`config.mk`:
```
export PLATFORM = sky130hd
export DESIGN_NAME = tpw_timer
export DESIGN_NICKNAME = d
export VERILOG_FILES = /design/src/hdl/tpw_pkg.sv /design/src/hdl/tpw_timer.sv
export SDC_FILE = /design/constraint.sdc
export NUM_CORES = 1
export LEC_CHECK = 0
export BUFFER_PORTS_ARGS = -buffer_cell sky130_fd_sc_hd__buf_4
export CAP_MARGIN = 10
export CORE_ASPECT_RATIO = 1.4
export CORE_MARGIN = 3
export CORE_UTILIZATION = 40
export CTS_BUF_LIST = sky130_fd_sc_hd__clkbuf_2 sky130_fd_sc_hd__clkbuf_4 sky130_fd_sc_hd__clkbuf_8
export DETAILED_ROUTE_END_ITERATION = 10
export GPL_ROUTABILITY_DRIVEN = 0
export PLACE_DENSITY = 0.57
export RECOVER_POWER = 100
export REMOVE_ABC_BUFFERS = 1
export SLEW_MARGIN = 20
export SYNTH_ARGS = -nofsm -noshare
export SYNTH_HDL_FRONTEND = slang
export SYNTH_SLANG_ARGS = --single-unit
export TNS_END_PERCENT = 100
```
`constraint.sdc`:
```
create_clock -name clk_in -period 7.5 [get_ports clk_in]
set_input_delay 0 -clock clk_in [delete_from_list [all_inputs] [get_ports clk_in]]
set_output_delay 0 -clock clk_in [all_outputs]
set_load 0.02 [all_outputs]
```
`src/hdl/tpw_pkg.sv`:
```
// Constants and state type of the three-phase PWM timer.
// Assumes one 100 MHz clock and an APB register port.
package tpw_pkg;
  // Counter and field widths
  localparam int CNT_W = 12;
  localparam int DEAD_W = 6;
  localparam int PDEL_W = 7;
  localparam int DIVC_W = 5;
  // Register byte offsets
  localparam logic [7:0] OFS_CTRL = 8'h00;
  localparam logic [7:0] OFS_PERIOD = 8'h04;
  localparam logic [7:0] OFS_DUTY_A = 8'h08;
  localparam logic [7:0] OFS_DUTY_B = 8'h0c;
  localparam logic [7:0] OFS_DUTY_C = 8'h10;
  localparam logic [7:0] OFS_DEAD = 8'h14;
  localparam logic [7:0] OFS_PDEL = 8'h18;
  localparam logic [7:0] OFS_STATUS = 8'h1c;
  // Control and status field positions
  localparam int CTRL_EN_BIT = 0;
  localparam int CTRL_DIV_BIT = 1;
  localparam int STAT_DIR_BIT = 12;
  localparam int STAT_STOP_BIT = 13;
  localparam int STAT_RUN_BIT = 14;
  // Reset values
  localparam logic [CNT_W-1:0] PERIOD_RST = 12'hfff;
  localparam logic [CNT_W-1:0] DUTY_RST = 12'h000;
  localparam logic [DEAD_W-1:0] DEAD_RST = 6'h00;
  localparam logic [PDEL_W-1:0] PDEL_RST = 7'h00;
  // Timing: system clock may not exceed 12.5 MHz
  localparam int CLK_KHZ = 100000;
  localparam int SYS_MAX_KHZ = 12500;
  localparam int SYS_DIV = (CLK_KHZ + SYS_MAX_KHZ - 1) / SYS_MAX_KHZ;

  typedef struct packed {
    logic en;
    logic div2;
    logic [CNT_W-1:0] per;
    logic [2:0][CNT_W-1:0] duty;
    logic [DEAD_W-1:0] dt;
    logic [PDEL_W-1:0] pdel;
    logic [DIVC_W-1:0] divc;
    logic tick;
    logic [CNT_W-1:0] cnt;
    logic [CNT_W-1:0] per_sh;
    logic dir;
    logic [2:0][CNT_W:0] eff;
    logic [2:0] lvl;
    logic [2:0][DEAD_W:0] dead;
    logic [2:0] hi;
    logic [2:0] lo;
    logic sync;
    logic [31:0] prdata;
    logic pready;
    logic pslverr;
  } tpw_state_t;
endpackage : tpw_pkg

```
`src/hdl/tpw_timer.sv`:
```
// Three-phase center-based PWM timer with deadtime and pulse deletion.
// Assumes an APB master on clk_in; stop_in is synchronous to clk_in.
// Behaviour
// - Timer counter is twelve bits wide, giving up to 4096 duty steps.
// - Deadtime is programmed in steps of two system ticks, 0 to 126 ticks.
// - Pulse deletion is programmed per tick, 0 to 127; narrower pulses are dropped.
// - Full twelve-bit period reaches the lowest switching frequency, about 1.5 kHz, or about 0.76 kHz with the divide-down bit.
// - Shorter periods give higher frequency with fewer effective duty bits.
// - System tick stays at or below 12.5 MHz; divide-down bit halves it further.
// - Register writes complete with zero wait states, captured in that cycle.
// - Shutdown input forces every PWM output off.
// - Three phases, each with a main and complementary output.
//
// Added by the designer: the address map and the APB slave port.
module tpw_timer #(
  parameter int SYS_DIV = tpw_pkg::SYS_DIV
) (
  // Clock and reset
  input wire logic clk_in,
  input wire logic rstn_in,
  // APB slave
  input wire logic psel_in,
  input wire logic penable_in,
  input wire logic pwrite_in,
  input wire logic [7:0] paddr_in,
  input wire logic [31:0] pwdata_in,
  output logic [31:0] prdata_out,
  output logic pready_out,
  output logic pslverr_out,
  // Shutdown and sync
  input wire logic stop_in,
  output logic pwm_sync_out,
  // Phase outputs
  output logic phase_a_out,
  output logic phase_a_complement_out,
  output logic phase_b_out,
  output logic phase_b_complement_out,
  output logic phase_c_out,
  output logic phase_c_complement_out
);
  localparam int CW = tpw_pkg::CNT_W;
  localparam int DW = tpw_pkg::DIVC_W;

  // Divider counter must hold twice the base ratio; one clock per tick would break the tick spacing
  if (SYS_DIV < 2 || SYS_DIV > 16) begin : g_bad_div
    $error("SYS_DIV must lie in 2..16");
  end

  tpw_pkg::tpw_state_t s;
  tpw_pkg::tpw_state_t next_s;

  // Effective compare level after pulse deletion; narrow pulses vanish
  function automatic logic [CW:0] eff_duty(input logic [CW-1:0] duty, input logic [CW-1:0] per,
                                           input logic [tpw_pkg::PDEL_W-1:0] pdel);
    logic [CW:0] on_t;
    logic [CW:0] off_t;
    on_t = {duty, 1'b0};
    off_t = (duty >= per) ? '0 : {per - duty, 1'b0};
    if (on_t < {6'h00, pdel}) begin
      eff_duty = '0;
    end else if (duty >= per || off_t < {6'h00, pdel}) begin
      // Compare level above the peak keeps the main output on all period
      eff_duty = {1'b0, per} + 13'h0001;
    end else begin
      eff_duty = {1'b0, duty};
    end
  endfunction : eff_duty

  // Next-state logic
  always_comb begin
    logic [DW-1:0] lim;
    logic want;
    lim = s.div2 ? DW'(2 * SYS_DIV - 1) : DW'(SYS_DIV - 1);
    want = 1'b0;
    next_s = s;
    next_s.tick = 1'b0;
    next_s.sync = 1'b0;
    next_s.pready = 1'b0;
    next_s.pslverr = 1'b0;

    // Setup phase: answer is ready for the following access edge
    if (psel_in && !penable_in) begin
      next_s.pready = 1'b1;
      next_s.prdata = 32'h0000_0000;
      unique case (paddr_in)
        tpw_pkg::OFS_CTRL: next_s.prdata[1:0] = {s.div2, s.en};
        tpw_pkg::OFS_PERIOD: next_s.prdata[CW-1:0] = s.per;
        tpw_pkg::OFS_DUTY_A: next_s.prdata[CW-1:0] = s.duty[0];
        tpw_pkg::OFS_DUTY_B: next_s.prdata[CW-1:0] = s.duty[1];
        tpw_pkg::OFS_DUTY_C: next_s.prdata[CW-1:0] = s.duty[2];
        tpw_pkg::OFS_DEAD: next_s.prdata[tpw_pkg::DEAD_W-1:0] = s.dt;
        tpw_pkg::OFS_PDEL: next_s.prdata[tpw_pkg::PDEL_W-1:0] = s.pdel;
        tpw_pkg::OFS_STATUS: begin
          next_s.prdata[CW-1:0] = s.cnt;
          next_s.prdata[tpw_pkg::STAT_DIR_BIT] = s.dir;
          next_s.prdata[tpw_pkg::STAT_STOP_BIT] = stop_in;
          next_s.prdata[tpw_pkg::STAT_RUN_BIT] = s.en;
        end
        default: next_s.pslverr = 1'b1;
      endcase
    end

    // Write takes effect at the single access edge
    if (psel_in && penable_in && s.pready && pwrite_in && !s.pslverr) begin
      unique case (paddr_in)
        tpw_pkg::OFS_CTRL: begin
          next_s.en = pwdata_in[tpw_pkg::CTRL_EN_BIT];
          next_s.div2 = pwdata_in[tpw_pkg::CTRL_DIV_BIT];
        end
        tpw_pkg::OFS_PERIOD: next_s.per = pwdata_in[CW-1:0];
        tpw_pkg::OFS_DUTY_A: next_s.duty[0] = pwdata_in[CW-1:0];
        tpw_pkg::OFS_DUTY_B: next_s.duty[1] = pwdata_in[CW-1:0];
        tpw_pkg::OFS_DUTY_C: next_s.duty[2] = pwdata_in[CW-1:0];
        tpw_pkg::OFS_DEAD: next_s.dt = pwdata_in[tpw_pkg::DEAD_W-1:0];
        tpw_pkg::OFS_PDEL: next_s.pdel = pwdata_in[tpw_pkg::PDEL_W-1:0];
        default: ;
      endcase
    end

    // System tick divider; disabled timer parks at the valley
    if (!s.en) begin
      next_s.divc = '0;
      next_s.cnt = '0;
      next_s.dir = 1'b0;
      next_s.lvl = 3'b000;
      next_s.dead = '0;
    end else if (s.divc >= lim) begin
      next_s.divc = '0;
      next_s.tick = 1'b1;
    end else begin
      next_s.divc = s.divc + DW'(1);
    end

    // Up/down counter; shadows load at the valley so a period never tears
    if (s.en && s.tick) begin
      if (s.dir) begin
        if (s.cnt >= s.per_sh) begin
          next_s.dir = 1'b0;
        end else begin
          next_s.cnt = s.cnt + CW'(1);
        end
      end else if (s.cnt == '0) begin
        next_s.dir = 1'b1;
        next_s.sync = 1'b1;
        next_s.per_sh = s.per;
        for (int i = 0; i < 3; i++) begin
          next_s.eff[i] = eff_duty(s.duty[i], s.per, s.pdel);
        end
      end else begin
        next_s.cnt = s.cnt - CW'(1);
      end
      // Deadtime: a level change blanks both outputs for 2*dt ticks
      for (int i = 0; i < 3; i++) begin
        want = {1'b0, s.cnt} < s.eff[i];
        if (want != s.lvl[i]) begin
          next_s.lvl[i] = want;
          next_s.dead[i] = {s.dt, 1'b0};
        end else if (s.dead[i] != '0) begin
          next_s.dead[i] = s.dead[i] - 7'h01;
        end
      end
    end

    // Outputs: never both high of a pair, all off on shutdown
    for (int i = 0; i < 3; i++) begin
      next_s.hi[i] = next_s.en && !stop_in && next_s.dead[i] == '0 && next_s.lvl[i];
      next_s.lo[i] = next_s.en && !stop_in && next_s.dead[i] == '0 && !next_s.lvl[i];
    end
  end

  // State register; reset values put the pins in the safe off state
  always_ff @(posedge clk_in or negedge rstn_in) begin
    if (!rstn_in) begin
      s <= '0;
      s.per <= tpw_pkg::PERIOD_RST;
      s.per_sh <= tpw_pkg::PERIOD_RST;
      s.duty <= {3{tpw_pkg::DUTY_RST}};
      s.dt <= tpw_pkg::DEAD_RST;
      s.pdel <= tpw_pkg::PDEL_RST;
    end else begin
      s <= next_s;
    end
  end

  // Ports come straight from state flops
  assign prdata_out = s.prdata;
  assign pready_out = s.pready;
  assign pslverr_out = s.pslverr;
  assign pwm_sync_out = s.sync;
  assign phase_a_out = s.hi[0];
  assign phase_a_complement_out = s.lo[0];
  assign phase_b_out = s.hi[1];
  assign phase_b_complement_out = s.lo[1];
  assign phase_c_out = s.hi[2];
  assign phase_c_complement_out = s.lo[2];

  // Clocks since the last tick; saturates so a long disabled spell cannot wrap
  logic [DW:0] tick_gap;
  logic tick_seen;
  always_ff @(posedge clk_in or negedge rstn_in) begin
    if (!rstn_in) begin
      tick_gap <= '0;
      tick_seen <= 1'b0;
    end else if (s.tick) begin
      tick_gap <= '0;
      tick_seen <= 1'b1;
    end else if (tick_gap != '1) begin
      tick_gap <= tick_gap + (DW + 1)'(1);
    end
  end
endmodule : tpw_timer

```
==> run_summary.xml <==
<?xml version="1.0" encoding="UTF-8"?>
<metrics>
  <group name="global_route">
    <metric name="grt.overflow.total" unit="">0</metric>
    <metric name="groute.usage.overall" unit="%">23.58</metric>
    <metric name="grt_pass1_vias" unit="">11500</metric>
    <metric name="antenna_found_initial" unit="">1</metric>
    <metric name="grt_max_degree" unit="">110</metric>
    <metric name="grt_first_pass_wirelength" unit="mm">65.43</metric>
  </group>
  <group name="critical_path">
    <metric name="minimum_setup_slack_among_reg_to_reg_paths" unit="ps">1260</metric>
    <metric name="worstSetupStartpoint" unit="">s[184]$_DFFE_PN1P_</metric>
    <metric name="criticalPathCategory" unit="">reg -&gt; reg</metric>
    <metric name="worstPathMaxFanout" unit="">13</metric>
    <metric name="critical_path.reg2reg.endpoint" unit="">s[102]$_DFFE_PN0P_</metric>
    <metric name="critPathCaptureType" unit="">flop</metric>
    <metric name="worst_setup_path_endpoint" unit="">s[102]$_DFFE_PN0P_</metric>
    <metric name="worst_r2r_path_depth" unit="">19</metric>
    <metric name="worstSetupStartpointType" unit="">flop</metric>
    <metric name="critical_path_arrival" unit="ps">6660</metric>
    <metric name="cp_data_required_time" unit="ps">7920</metric>
    <metric name="worst_r2r_startpoint" unit="">s[184]$_DFFE_PN1P_</metric>
  </group>
  <group name="die">
    <metric name="die_width" unit="µm">160.6</metric>
    <metric name="rows" unit="">78</metric>
    <metric name="initial_core_util" unit="%">40.91</metric>
    <metric name="die_h" unit="µm">222.4</metric>
    <metric name="fp.dieArea" unit="µm²">35700</metric>
    <metric name="boundaryPins" unit="">87</metric>
    <metric name="core_area" unit="µm²">32690</metric>
  </group>
  <group name="power_and_ir_drop">
    <metric name="leakagePower" unit="µW">0.006273</metric>
    <metric name="pwr_density_cell" unit="nW/µm²">125.0</metric>
    <metric name="design_power_total" unit="µW">1805</metric>
    <metric name="vdd_ir_drop_max" unit="µV">86.16</metric>
  </group>
  <group name="clocking">
    <metric name="cts_resized" unit="">0</metric>
    <metric name="clkLatencyLatePin" unit="ps">530</metric>
    <metric name="deepest_level_of_the_cts_h_tree" unit="">4</metric>
    <metric name="cts_buffers" unit="">17</metric>
    <metric name="cts_root_buf" unit="">clkbuf_8</metric>
    <metric name="clk_pin_slew" unit="ps">110</metric>
    <metric name="cts.sinks" unit="">181</metric>
    <metric name="cts_tree" unit="">yes</metric>
    <metric name="clock_path_buffers" unit="">2</metric>
  </group>
  <group name="detailed_routing">
    <metric name="initialDrtViolationCount" unit="">714</metric>
    <metric name="wl" unit="mm">41.72</metric>
    <metric name="routed_via_density" unit="">5.817</metric>
    <metric name="routedWlPerCell" unit="µm">21.20</metric>
    <metric name="drt-pass1-iter-count" unit="">7</metric>
    <metric name="detailroute.via_count" unit="">11450</metric>
    <metric name="remaining_drc_errors" unit="">0</metric>
    <metric name="ant_nets" unit="">0</metric>
  </group>
  <group name="sta">
    <metric name="fin_worst_skew" unit="ps">23.51</metric>
    <metric name="tightestPinTransition" unit="ps">3906</metric>
    <metric name="layout_worst_path_cycle_share" unit="%">83.20</metric>
    <metric name="clock.fmax" unit="MHz">160.3</metric>
    <metric name="timing.final.setup_violations" unit="">0</metric>
    <metric name="post-route-worst-setup-slack" unit="ps">1260</metric>
    <metric name="rsz_0062_raised_after_global_routing" unit="">false</metric>
    <metric name="period_minus_slack" unit="ps">6240</metric>
    <metric name="worst_slew_margin_rel" unit="%">-160.4</metric>
    <metric name="accumulated_negative_setup_slack" unit="ps">0</metric>
    <metric name="fin_worst_hold_slack" unit="ps">152.7</metric>
    <metric name="finalMaxSlewViolations" unit="">195</metric>
    <metric name="report.final.hold_viol_count" unit="">0</metric>
  </group>
  <group name="place">
    <metric name="numPortBuffers" unit="">49</metric>
    <metric name="post-dp-hpwl" unit="mm">31.29</metric>
    <metric name="detailedPlace.worstSlack" unit="ps">1848</metric>
  </group>
  <group name="status">
    <metric name="status" unit="">finished with violations</metric>
    <metric name="violations" unit="">capacitance limit, slew limit</metric>
  </group>
  <group name="synthesis">
    <metric name="yosysUniqueCellTypes" unit="">83</metric>
    <metric name="yosysTopAreaCellShare" unit="%">29.37</metric>
    <metric name="synth-edff-count" unit="">0</metric>
    <metric name="yosys_most_used_dff" unit="">dfrtp_1</metric>
    <metric name="synth_area_leader_cell" unit="">dfrtp_1</metric>
    <metric name="share_of_the_yosys_chip_area_belonging_to_registers" unit="%">34.08</metric>
    <metric name="synthesis.area" unit="µm²">13380</metric>
    <metric name="post_synth_inst_count" unit="">1485</metric>
    <metric name="ys_ff_latch" unit="">181</metric>
    <metric name="post_synth_main_area_contributors" unit="">dfrtp_1, ha_1, mux2_2</metric>
    <metric name="fraction_of_registers_with_async_set_reset" unit="%">100.0</metric>
    <metric name="synthesis.area_per_instance" unit="µm²">9.008</metric>
    <metric name="synthesis.yosys.warnings" unit="">0</metric>
  </group>
  <group name="final_layout">
    <metric name="final_layout_size_suffix_gt1_share" unit="%">10.61</metric>
    <metric name="layout.cells.most_common_list" unit="">dfrtp_1, nand2_1, ha_1</metric>
    <metric name="finalCoreUtilization" unit="%">44.18</metric>
    <metric name="fill_cells" unit="">3289</metric>
    <metric name="layout.cells.most_common" unit="">dfrtp_1</metric>
    <metric name="final_net_count" unit="">1692</metric>
    <metric name="areaGrowthSynthToFinish" unit="%">7.979</metric>
  </group>
  <group name="worst_hold_path">
    <metric name="worst_hold_path_type" unit="">in -&gt; async</metric>
  </group>
  <group name="job">
    <metric name="cap_viol_max_count" unit="">6</metric>
  </group>
</metrics>
==> through the flow <==
step	cells	instance area, µm²
detailed placement	1914	13980
global placement	1914	13980
CTS	1967	14590
floorplan	1414	12950
global route	1968	14440
finish	1968	14440
==> logic make-up after synthesis <==
logic type / count (synthesis) / share of synthesized area (%)
AND/OR/NAND/NOR: 427 / 15.76
AO/OA/AOI/OAI: 380 / 19.00
buffers and inverters: 215 / 7.193
flip-flops: 181 / 34.08
adder cells (fa/ha/maj): 132 / 12.52
multiplexers: 114 / 9.129
XOR/XNOR: 35 / 2.292
other: 1 / 0.02803
==> power breakdown <==
part | switching, µW | internal (µW) | total (µW)
sequential | 3.88 | 979 | 983
combinational | 72.9 | 36.7 | 110
clock | 437 | 276 | 712
total | 513 | 1290 | 1800
==> worst min path at each step <==
| stage | startpoint | end |
|---|---|---|
| after floorplan | rstn_in | phase_a_complement_out$_DFF_PN0_ |
| after global placement | rstn_in | s[135]$_DFFE_PN0P_ |
| after detailed placement | rstn_in | s[135]$_DFFE_PN0P_ |
| after CTS | penable_in | pready_out$_DFF_PN0_ |
| after global routing | paddr_in[2] | prdata_out[14]$_DFFE_PN0P_ |
| final | rstn_in | s[135]$_DFFE_PN0P_ |
==> flip-flops by register name (all words and copies together) (netlist names) <==
signal                  cells
pwm_sync_out                1
phase_b_out                 1
pready_out                  1
phase_a_out                 1
phase_c_complement_out      1
phase_a_complement_out      1
phase_b_complement_out      1
prdata_out                 15
s                         157
phase_c_out                 1
pslverr_out                 1
==> critical path, stage by stage (launching register included) <==
cell and delay, ps:
dfstp_1 440, inv_1 220, ha_1 200, inv_1 50, fa_1 400, a21o_1 220
a221oi_1 370, o21ai_0 270, a221oi_1 620, a41o_1 340, nor2_1 90, ha_1 290
nand2_1 50, o21ai_0 160, a21oi_1 100, o211ai_1 240, nor4_1 70, a31oi_1 1450
mux2_2 450, o22ai_1 110
==> synthesized netlist by cell type (18+ instances only) <==
| cell | count |
|---|---|
| inv_1 | 126 |
| nor3_1 | 34 |
| mux2i_1 | 50 |
| o22ai_1 | 32 |
| clkbuf_1 | 46 |
| nand4_1 | 20 |
| a21o_1 | 27 |
| buf_4 | 35 |
| a211oi_1 | 18 |
| mux2_2 | 64 |
| nand3_1 | 40 |
| nor2_1 | 90 |
| xnor2_1 | 19 |
| o21a_1 | 19 |
| a21oi_1 | 70 |
| ha_1 | 129 |
| o21ai_0 | 91 |
| and3_1 | 19 |
| nand2_1 | 132 |
| dfrtp_1 | 157 |
| dfstp_2 | 24 |
==> timing repair <==
| action | CTS | global route |
|---|---|---|
| hold endpoints to repair | 164 | 0 |
| buffers inserted | 0 | 0 |
| hold buffers | 21 | 0 |
==> layer usage <==
metal / up-vias / global-route usage, % / part of all wire, %
met5: - / 0 / 0
met4: 0 / 11.32 / 4.5
met3: 102 / 2.518 / 3.1
met2: 303 / 43.52 / 53
met1: 5632 / 26.90 / 39
li1: 5410 / - / -
==> layout make-up <==
cell class,instances,area (µm²),share of cell area (%)
Multi-Input combinational cell,1105,7895,54.66
Sequential cell,181,4559,31.57
Timing Repair Buffer,81,561.8,3.889
Tap cell,440,550.5,3.811
Inverter,128,480.5,3.326
Clock buffer,17,234.0,1.620
Clock inverter,15,160.2,1.109
Antenna cell,1,2.502,0.01732
Note: power is estimated with default switching activity, not from simulation.
